==> src/inc/imcl_pkg.sv <==
// Package with constants, types and register map of the interference monitor and lock block.
package imcl_pkg;

  // ----------------------------------------------------------------
  // Register byte offsets
  // ----------------------------------------------------------------
  localparam logic [7:0] IMCL_OFS_CTRL = 8'h00;
  localparam logic [7:0] IMCL_OFS_THRESH = 8'h04;
  localparam logic [7:0] IMCL_OFS_LOCK = 8'h08;
  localparam logic [7:0] IMCL_OFS_STATE = 8'h0c;
  localparam logic [7:0] IMCL_OFS_JAM = 8'h10;
  localparam logic [7:0] IMCL_OFS_IRQ_STAT = 8'h14;
  localparam logic [7:0] IMCL_OFS_IRQ_MASK = 8'h18;
  localparam logic [7:0] IMCL_OFS_REF = 8'h1c;

  // ----------------------------------------------------------------
  // Field positions and reset values
  // ----------------------------------------------------------------
  localparam int IMCL_CTRL_EN_BIT = 0;
  localparam int IMCL_CTRL_ANT_BIT = 1;
  localparam int IMCL_LOCK_RAM_BIT = 0;
  localparam int IMCL_LOCK_STORE_BIT = 1;
  localparam int IMCL_LOCK_CLR_BIT = 2;
  localparam int IMCL_THR_BB_LSB = 0;
  localparam int IMCL_THR_NB_LSB = 8;
  localparam logic [7:0] IMCL_BB_THR_RST = 8'h03;
  localparam logic [7:0] IMCL_NB_THR_RST = 8'h0f;
  localparam logic [7:0] IMCL_CN0_DROP_RST = 8'h06;
  localparam int IMCL_IRQ_W = 4;
  localparam int IMCL_IRQ_STATE_BIT = 0;
  localparam int IMCL_IRQ_SPOOF_BIT = 1;
  localparam int IMCL_IRQ_REJECT_BIT = 2;
  localparam int IMCL_IRQ_REF_BIT = 3;

  // ----------------------------------------------------------------
  // Types
  // ----------------------------------------------------------------
  typedef enum logic [1:0]
  {
    IMCL_ST_UNKNOWN = 2'h0,
    IMCL_ST_OK = 2'h1,
    IMCL_ST_WARNING = 2'h2,
    IMCL_ST_CRITICAL = 2'h3
  } imcl_state_t;

  // Reference capture sequence, Gray coded along the usual path.
  typedef enum logic [1:0]
  {
    IMCL_REF_WAIT = 2'h0,
    IMCL_REF_CAPTURE = 2'h1,
    IMCL_REF_VALID = 2'h3
  } imcl_ref_t;

  // One spectrum sample from the front end, in dB.
  typedef struct packed
  {
    logic valid;
    logic [7:0] broadband_db;
    logic [7:0] peak_db;
    logic [7:0] cn0_db;
  } imcl_spectrum_t;

  // Navigation and antenna status levels.
  typedef struct packed
  {
    logic fix_good;
    logic pos_valid;
    logic ant_connected;
    logic genuine;
    logic counterfeit;
  } imcl_nav_t;

  typedef struct packed
  {
    logic ack;
    logic [31:0] dat;
    logic irq;
    logic monitor_enable;
    logic antenna_type;
    logic [7:0] broadband_threshold;
    logic [7:0] narrowband_threshold;
    logic lock_ram;
    logic lock_store;
    logic lock_any;
    imcl_ref_t ref_state;
    logic [7:0] ref_bb;
    logic [7:0] ref_peak;
    logic [7:0] ref_cn0;
    logic [7:0] base_jam;
    logic base_valid;
    logic [7:0] narrowband_jam_level;
    imcl_state_t interference_state;
    logic was_genuine;
    logic spoof_flag;
    logic [IMCL_IRQ_W-1:0] irq_stat;
    logic [IMCL_IRQ_W-1:0] irq_mask;
    logic cfg_reject;
  } imcl_regs_t;

endpackage

==> src/rtl/imcl_monitor.sv <==
// Interference monitor, jamming indicator, spoofing flag and config lock behind Wishbone.
`timescale 1ns/1ps

// Behaviour
// - Narrow-band jam level always runs, reported relative to unjammed baseline.
// - Monitor is off after reset; writing one to its enable turns it on.
// - Broadband excess over reference beyond broadband threshold flags interference.
// - Spectral peak over reference beyond narrow-band threshold flags interference.
// - Reference captured once after start-up after good fix; unknown until then.
// - With reference, each new spectrum is compared using both thresholds.
// - State 0 when disabled, uninitialised or antenna disconnected.
// - State 1 when active with reference and no threshold exceeded.
// - State 2 when interference seen and position still valid.
// - State 3 when interference seen and no reliable position.
// - Drop in average carrier-to-noise also counts as interference.
// - When locked, control, threshold and lock writes are refused; a lock write with its clear bit set still passes, as do interrupt mask writes.
// - Battery-backed lock survives resets until that store is cleared.
// - RAM-layer lock is lost at reset, leaving configuration unlocked unless the battery-backed lock is restored.
// - Spoofing flagged only on genuine to counterfeit transition.
module imcl_monitor
  import imcl_pkg::*;
(
  input wire logic clk_in,
  input wire logic resetn_in,
  input wire logic store_clear_in,
  input wire logic [1:0] store_lock_restore_in,
  input wire logic wb_cyc_in,
  input wire logic wb_stb_in,
  input wire logic wb_we_in,
  input wire logic [7:0] wb_adr_in,
  input wire logic [3:0] wb_sel_in,
  input wire logic [31:0] wb_dat_in,
  input wire imcl_spectrum_t spectrum_in,
  input wire logic [7:0] cw_level_in,
  input wire imcl_nav_t nav_in,
  output logic [31:0] wb_dat_out,
  output logic wb_ack_out,
  output logic irq_out,
  output logic [1:0] interference_state_out,
  output logic [7:0] narrowband_jam_level_out,
  output logic spoof_detect_out,
  output logic config_write_lock_out,
  output logic lock_store_out
);

  // ----------------------------------------------------------------
  // Helpers
  // ----------------------------------------------------------------
  // Saturating difference a - b, zero when b is above a.
  function automatic logic [7:0] imcl_excess(input logic [7:0] a, input logic [7:0] b);
    imcl_excess = (a > b) ? (a - b) : 8'h00;
  endfunction

  // ----------------------------------------------------------------
  // Input synchronisers for front-end and navigation levels
  // ----------------------------------------------------------------
  // The status levels come from another part of the chip on unknown timing, so
  // they pass two flops; the spectrum word is qualified by its synced valid.
  imcl_nav_t nav_s1_reg;
  imcl_nav_t nav_s2_reg;
  logic store_clr_s1_reg;
  logic store_clr_s2_reg;
  logic [1:0] restore_s1_reg;
  logic [1:0] restore_s2_reg;
  logic spec_v_s1_reg;
  logic spec_v_s2_reg;
  logic spec_v_s3_reg;

  always_ff @(posedge clk_in or negedge resetn_in)
  begin
    if (!resetn_in)
    begin
      nav_s1_reg <= '0;
      nav_s2_reg <= '0;
      store_clr_s1_reg <= 1'b0;
      store_clr_s2_reg <= 1'b0;
      spec_v_s1_reg <= 1'b0;
      spec_v_s2_reg <= 1'b0;
      spec_v_s3_reg <= 1'b0;
    end
    else
    begin
      nav_s1_reg <= nav_in;
      nav_s2_reg <= nav_s1_reg;
      store_clr_s1_reg <= store_clear_in;
      store_clr_s2_reg <= store_clr_s1_reg;
      spec_v_s1_reg <= spectrum_in.valid;
      spec_v_s2_reg <= spec_v_s1_reg;
      spec_v_s3_reg <= spec_v_s2_reg;
    end
  end

  // The stored-lock level is synced without reset on purpose: the clock runs during
  // reset, so the value is settled by the first edge after release.
  always_ff @(posedge clk_in)
  begin
    restore_s1_reg <= store_lock_restore_in;
    restore_s2_reg <= restore_s1_reg;
  end

  // A rising synced valid marks a new sample; the data is held stable by the source.
  logic spec_new;
  assign spec_new = spec_v_s2_reg && !spec_v_s3_reg;

  // ----------------------------------------------------------------
  // State
  // ----------------------------------------------------------------
  imcl_regs_t s_reg;
  imcl_regs_t s_next;
  logic restore_done_reg;

  logic bus_req;
  logic wr;
  logic locked;
  logic cfg_addr;
  logic [31:0] rd_data;
  logic over_bb;
  logic over_nb;
  logic cn0_drop;
  logic interf;
  imcl_state_t st_calc;
  logic [IMCL_IRQ_W-1:0] ev;

  always_comb
  begin
    s_next = s_reg;
    bus_req = wb_cyc_in && wb_stb_in && !s_reg.ack;
    wr = bus_req && wb_we_in;
    locked = s_reg.lock_any;
    cfg_addr = (wb_adr_in == IMCL_OFS_CTRL) || (wb_adr_in == IMCL_OFS_THRESH)
               || (wb_adr_in == IMCL_OFS_LOCK && !wb_dat_in[IMCL_LOCK_CLR_BIT]);
    ev = '0;

    // Single-cycle answer; ack drops the cycle after it was given.
    s_next.ack = bus_req;

    // Read mux.
    unique case (wb_adr_in)
      IMCL_OFS_CTRL: rd_data = {30'h0, s_reg.antenna_type, s_reg.monitor_enable};
      IMCL_OFS_THRESH: rd_data = {16'h0, s_reg.narrowband_threshold, s_reg.broadband_threshold};
      IMCL_OFS_LOCK: rd_data = {29'h0, s_reg.cfg_reject, s_reg.lock_store, s_reg.lock_ram};
      IMCL_OFS_STATE: rd_data = {29'h0, s_reg.spoof_flag, s_reg.interference_state};
      IMCL_OFS_JAM: rd_data = {24'h0, s_reg.narrowband_jam_level};
      IMCL_OFS_IRQ_STAT: rd_data = {28'h0, s_reg.irq_stat};
      IMCL_OFS_IRQ_MASK: rd_data = {28'h0, s_reg.irq_mask};
      IMCL_OFS_REF: rd_data = {6'h0, s_reg.ref_state, s_reg.ref_cn0, s_reg.ref_peak, s_reg.ref_bb};
      default: rd_data = 32'h0;
    endcase
    s_next.dat = (bus_req && !wb_we_in) ? rd_data : 32'h0;

    // Configuration writes, refused while locked.
    s_next.cfg_reject = 1'b0;
    if (wr && cfg_addr && locked)
    begin
      s_next.cfg_reject = 1'b1;
      ev[IMCL_IRQ_REJECT_BIT] = 1'b1;
    end
    else if (wr)
    begin
      if (wb_adr_in == IMCL_OFS_CTRL && wb_sel_in[0])
      begin
        s_next.monitor_enable = wb_dat_in[IMCL_CTRL_EN_BIT];
        s_next.antenna_type = wb_dat_in[IMCL_CTRL_ANT_BIT];
      end
      if (wb_adr_in == IMCL_OFS_THRESH)
      begin
        if (wb_sel_in[0])
          s_next.broadband_threshold = wb_dat_in[IMCL_THR_BB_LSB +: 8];
        if (wb_sel_in[1])
          s_next.narrowband_threshold = wb_dat_in[IMCL_THR_NB_LSB +: 8];
      end
      if (wb_adr_in == IMCL_OFS_LOCK && wb_sel_in[0])
      begin
        // Setting either layer locks; a lock can only be raised here.
        if (wb_dat_in[IMCL_LOCK_RAM_BIT])
          s_next.lock_ram = 1'b1;
        if (wb_dat_in[IMCL_LOCK_STORE_BIT])
          s_next.lock_store = 1'b1;
      end
      if (wb_adr_in == IMCL_OFS_IRQ_MASK && wb_sel_in[0])
        s_next.irq_mask = wb_dat_in[IMCL_IRQ_W-1:0];
    end

    // Clearing the battery-backed store is the only way out of a persistent lock.
    if (store_clr_s2_reg)
      s_next.lock_store = 1'b0;
    if (!restore_done_reg)
      s_next.lock_store = restore_s2_reg[IMCL_LOCK_STORE_BIT] && !store_clr_s2_reg;
    s_next.lock_any = s_next.lock_ram || s_next.lock_store;

    // Jamming indicator: baseline is the first sample, level is rise above it.
    if (spec_new)
    begin
      if (!s_reg.base_valid)
      begin
        s_next.base_jam = cw_level_in;
        s_next.base_valid = 1'b1;
      end
      // The first sample is its own baseline, so it reports zero, not its raw level.
      s_next.narrowband_jam_level =
        imcl_excess(cw_level_in, s_reg.base_valid ? s_reg.base_jam : cw_level_in);
    end

    // Reference capture, once per start-up.
    unique case (s_reg.ref_state)
      IMCL_REF_WAIT:
        if (nav_s2_reg.fix_good)
          s_next.ref_state = IMCL_REF_CAPTURE;
      IMCL_REF_CAPTURE:
        if (spec_new)
        begin
          s_next.ref_bb = spectrum_in.broadband_db;
          s_next.ref_peak = spectrum_in.peak_db;
          s_next.ref_cn0 = spectrum_in.cn0_db;
          s_next.ref_state = IMCL_REF_VALID;
          ev[IMCL_IRQ_REF_BIT] = 1'b1;
        end
      IMCL_REF_VALID:
        s_next.ref_state = IMCL_REF_VALID;
      default:
        s_next.ref_state = IMCL_REF_WAIT;
    endcase

    // Comparison against the stored reference.
    over_bb = imcl_excess(spectrum_in.broadband_db, s_reg.ref_bb)
              > s_reg.broadband_threshold;
    over_nb = imcl_excess(spectrum_in.peak_db, s_reg.ref_peak)
              > s_reg.narrowband_threshold;
    cn0_drop = imcl_excess(s_reg.ref_cn0, spectrum_in.cn0_db) > IMCL_CN0_DROP_RST;
    interf = over_bb || over_nb || cn0_drop;
    if (!interf)
      st_calc = IMCL_ST_OK;
    else if (nav_s2_reg.pos_valid)
      st_calc = IMCL_ST_WARNING;
    else
      st_calc = IMCL_ST_CRITICAL;

    if (!s_reg.monitor_enable || s_reg.ref_state != IMCL_REF_VALID
        || !nav_s2_reg.ant_connected)
      s_next.interference_state = IMCL_ST_UNKNOWN;
    else if (spec_new)
      s_next.interference_state = st_calc;
    if (s_next.interference_state != s_reg.interference_state)
      ev[IMCL_IRQ_STATE_BIT] = 1'b1;

    // Spoofing only after the signal was seen genuine.
    if (nav_s2_reg.genuine && !nav_s2_reg.counterfeit)
      s_next.was_genuine = 1'b1;
    if (s_reg.was_genuine && nav_s2_reg.counterfeit && !s_reg.spoof_flag)
    begin
      s_next.spoof_flag = 1'b1;
      ev[IMCL_IRQ_SPOOF_BIT] = 1'b1;
    end

    // Write-one-to-clear; a new event in the same cycle wins.
    if (wr && wb_adr_in == IMCL_OFS_IRQ_STAT && wb_sel_in[0])
      s_next.irq_stat = s_reg.irq_stat & ~wb_dat_in[IMCL_IRQ_W-1:0];
    s_next.irq_stat = s_next.irq_stat | ev;
    s_next.irq = |(s_next.irq_stat & s_next.irq_mask);
  end

  // The RAM-layer lock and all settings return to default on reset.
  always_ff @(posedge clk_in or negedge resetn_in)
  begin
    if (!resetn_in)
    begin
      s_reg <= '0;
      s_reg.broadband_threshold <= IMCL_BB_THR_RST;
      s_reg.narrowband_threshold <= IMCL_NB_THR_RST;
      s_reg.ref_state <= IMCL_REF_WAIT;
      s_reg.interference_state <= IMCL_ST_UNKNOWN;
      restore_done_reg <= 1'b0;
    end
    else
    begin
      s_reg <= s_next;
      restore_done_reg <= 1'b1;
    end
  end

  // ----------------------------------------------------------------
  // Outputs
  // ----------------------------------------------------------------
  assign wb_dat_out = s_reg.dat;
  assign wb_ack_out = s_reg.ack;
  assign irq_out = s_reg.irq;
  assign interference_state_out = s_reg.interference_state;
  assign narrowband_jam_level_out = s_reg.narrowband_jam_level;
  assign spoof_detect_out = s_reg.spoof_flag;
  assign config_write_lock_out = s_reg.lock_any;
  assign lock_store_out = s_reg.lock_store;

endmodule

==> config.mk <==
export PLATFORM = sky130hd
export DESIGN_NAME = imcl_monitor
export DESIGN_NICKNAME = d
export VERILOG_FILES = /design/src/inc/imcl_pkg.sv /design/src/rtl/imcl_monitor.sv
export SDC_FILE = /design/constraint.sdc
export NUM_CORES = 1
export LEC_CHECK = 0
export CORE_UTILIZATION = 40
export CTS_BUF_LIST = sky130_fd_sc_hd__clkbuf_4
export CTS_CLUSTER_SIZE = 8
export DETAILED_ROUTE_END_ITERATION = 8
export DONT_BUFFER_PORTS = 1
export GPL_TIMING_DRIVEN = 0
export SYNTH_ARGS = -nofsm -noshare
export SYNTH_HDL_FRONTEND = slang
export SYNTH_SLANG_ARGS = --single-unit
==> constraint.sdc <==
create_clock -name clk_in -period 3.65 [get_ports clk_in]
set_input_delay 0.73 -clock clk_in [delete_from_list [all_inputs] [get_ports clk_in]]
set_output_delay 0.73 -clock clk_in [all_outputs]
set_load 0.02 [all_outputs]
==> impl_metrics.yaml <==
timing:
  clock_skew_ns: 0.01870
  hold_slack_ns: 0.1323
  fin_crit_sh: 1.110
  rsz0062_at_grt: "yes"
  clock.fmax_mhz: 246.9
  finalCriticalPeriod_ns: 4.051
  final_max_slew_viol_count: 0
  slew_headroom: 0.1357
  hold_violations: 0
  fin_ws_ns: -0.4009
  worst_pin_slew_ns: 1.287
  setup_violations: 3
route:
  drc_errors: 0
  drt_wl_total_mm: 16.64
  ant_nets: 0
  vias: 4963
  vias_per_cell: 5.252
  wl_per_cell_um: 17.61
  dr.pass1.iters: 7
  drt-initial-drc-count: 253
global_routing:
  grt_pass1_wl_mm: 26.94
  use_met1: 0.2376
  antenna_found_initial: 1
  overflow: 0
  grt_pass1_vias: 5280
  top_usage_layer: "met2"
  gr-usage-met2: 0.3354
  grt_max_degree: 121
  grt_use_total: 0.1992
  use_met3: 0.06659
critical_path:
  critPathMaxFanout: 7
  worstPathArrival_ns: 4.52
  rr_worst_depth: 20
  endpoint_kind: "register"
  critical_path_required_ns: 4.12
  cp-start-kind: "register"
  criticalPathCategory: "reg -> reg"
  rr_endpoint: "irq_out"
  ff2ff_setup_slack_ns: -0.40
  r2r_start: "s_reg[46]"
status:
  violations: "negative setup slack"
  status: "finished, violations left"
power:
  design_power_total_mw: 4.734
  seq_power_share: 0.359
  comb_power_share: 0.451
  switching_share: 0.4027
  leakage_nw: 3.610
  clkPwrFrac: 0.190
  intPower_mw: 2.828
  p_switching_mw: 1.907
  vdd_drop_max_mv: 0.3460
  p_per_area_nw_per_um2: 608.2
synthesis:
  yosysSeqAreaShare: 0.4470
  ys_warn_count: 0
  async_flop_share: 0.9837
  synth_cells: 674
  synth_edf_count: 0
  synthFlopType: "dfrtp_1"
  synth_cell_type_count: 63
  syn_area_um2: 6880
  ys_ff_latch: 123
  syn-mean-instance-area_um2: 10.21
placement:
  dpl-instance-area_um2: 7232
  portBuffers: 0
  hpwl_mm: 12.48
  routabilityCongestion: 0.8825
  dpl_worst_slack_ns: -1.152
final_layout:
  layout.nets: 853
  syn2layout_area_growth_pct: 13.13
  largest_reg_flops: 64
  drive_above_1_share: 0.2555
  final_area_um2: 7784
  postLayoutCoreUtil: 0.4661
floorplanning:
  die-width_um: 133.2
  io_pins: 137
  core-area_um2: 16700
  die_area_um2: 17730
  rows: 47
  initial_core_util: 0.4120
  die_h_um: 133.2
clock_network:
  cts_buffer_depth: 2
  cts_tree: "built"
  cts_root_buf: "clkbuf_4"
  worstSkewPairLatency_ns: 0.55
  cts_buffers: 17
  path_clk_slew_ns: 0.13
  htree_num_levels: 4
  numClockSinks: 123
min_path:
  holdCritPathClass: "in -> async"
flow_run:
  maxCapViolCount: 0
==> placed cells by master (no fill, tap or decap), types with 5 or more instances in the layout <==
cell	count
a21o_1	7
a21oi_1	24
a22o_1	16
a22oi_1	7
and2_1	9
buf_4	54
clkbuf_1	13
clkbuf_4	17
conb_1	7
dfrtp_1	115
dfstp_2	6
ha_1	46
inv_1	64
inv_6	5
mux2_2	41
mux2i_1	9
nand2_1	41
nand2b_1	6
nand3_1	5
nand4_1	17
nor2_1	36
nor2b_1	10
nor3_1	7
nor3_2	10
o21ai_0	32
o21ai_1	6
xor2_1	5
==> repair_timing <==
| item | CTS | global route |
|---|---|---|
| buffers inserted | 5 | 6 |
| endpoints found under the setup margin | 4 | 4 |
| cloned | 0 | 0 |
| pin swaps | 12 | 23 |
| resized for setup | 16 | 27 |
| endpoints found under the hold margin | 120 | 0 |
| hold buffers | 2 | 0 |
==> per-layer routing <==
metal / vias to the layer above / part of all wire
met2: 142 / 0.49
met3: 30 / 0.067
li1: 2390 / -
met4: 0 / 0.024
met5: - / 0
met1: 2401 / 0.42
==> final cells by class <==
type                       instances  area [um^2]
fill                            1628         8917
multi-input combinational        432         3406
timing repair buffer              13        120.1
buffer                            59        390.4
tap                              220        275.3
sequential                       123         3075
inverter                          65        256.5
antenna                            1        2.502
clock buffer                      17        127.6
clock inverter                    15        130.1
==> power groups by stage <==
stage	logic [mW]	registers (mW)	clock network [mW]
after global placement	1.72	1.72	0
final	2.13	1.70	0.901
after detailed placement	1.78	1.73	0
after CTS	1.96	1.70	0.935
after floorplan	1.42	1.67	0
after global routing	2.40	1.73	0.990
==> logic make-up (layout without fill, tap and decap cells) <==
kind of cell / after synthesis / count (layout) / synth area share
AO/OA/AOI/OAI: 142 / 142 / 0.1346
flip-flops: 123 / 123 / 0.4470
multiplexers: 52 / 52 / 0.08492
buffers and inverters: 124 / 169 / 0.09220
AND/OR/NAND/NOR: 170 / 170 / 0.1298
adder cells (fa/ha/maj): 52 / 52 / 0.09893
other: 2 / 8 / 0.001092
XOR/XNOR: 9 / 9 / 0.01146
==> cells in the mapped netlist, types with 6 or more instances <==
cell type	n	area, um^2
nor3_1	17	85.08
nand2b_1	6	37.54
nor2_1	37	138.9
a21o_1	7	52.55
a22oi_1	7	52.55
mux2_2	41	461.7
and2_1	9	56.30
mux2i_1	10	100.1
a21boi_0	8	60.06
ha_1	48	600.6
inv_1	65	244.0
buf_4	43	322.8
nand4_1	17	106.4
dfrtp_1	115	2878
dfstp_2	6	157.7
a21oi_1	28	140.1
clkbuf_1	13	48.80
a22o_1	16	140.1
nor2b_1	13	81.33
nand2_1	41	153.9
o21ai_0	41	205.2
==> worst max-delay path, stage by stage, from the launching register on <==
cell and delay (ns):
dfrtp_1 0.43, ha_4 0.17, fa_2 0.36, nor2b_4 0.13, o21ai_2 0.08, a21boi_2 0.19, o21ai_2 0.09, a21boi_2 0.15
o21a_1 0.21, o22ai_4 0.15, nor2_2 0.14, ha_1 0.26, nor2b_4 0.13, o211ai_1 0.18, a21oi_2 0.10, o31ai_4 0.25
nand4_1 0.21, buf_4 0.20, o211a_1 0.14, o22a_1 0.26, a41oi_2 0.14
==> metrics by stage <==
stage	cells	TNS (ns)
2_1_floorplan	679	-0.3318
3_3_place_gp	899	-3.895
3_5_place_dp	899	-3.959
4_1_cts	938	-1.343
5_1_grt	945	-1.791
6_report	945	-0.8383
==> how the worst max path moves through the flow <==
stage | start | to | slack [ns]
detailed placement | spectrum_in[16] | irq_out | -1.15
CTS | s_reg[46] | irq_out | -0.53
global placement | spectrum_in[16] | irq_out | -1.16
floorplan | spectrum_in[16] | irq_out | -0.19
global route | s_reg[46] | irq_out | -0.65
finish | s_reg[46] | irq_out | -0.40
Note: power is estimated with default switching activity, not from simulation.
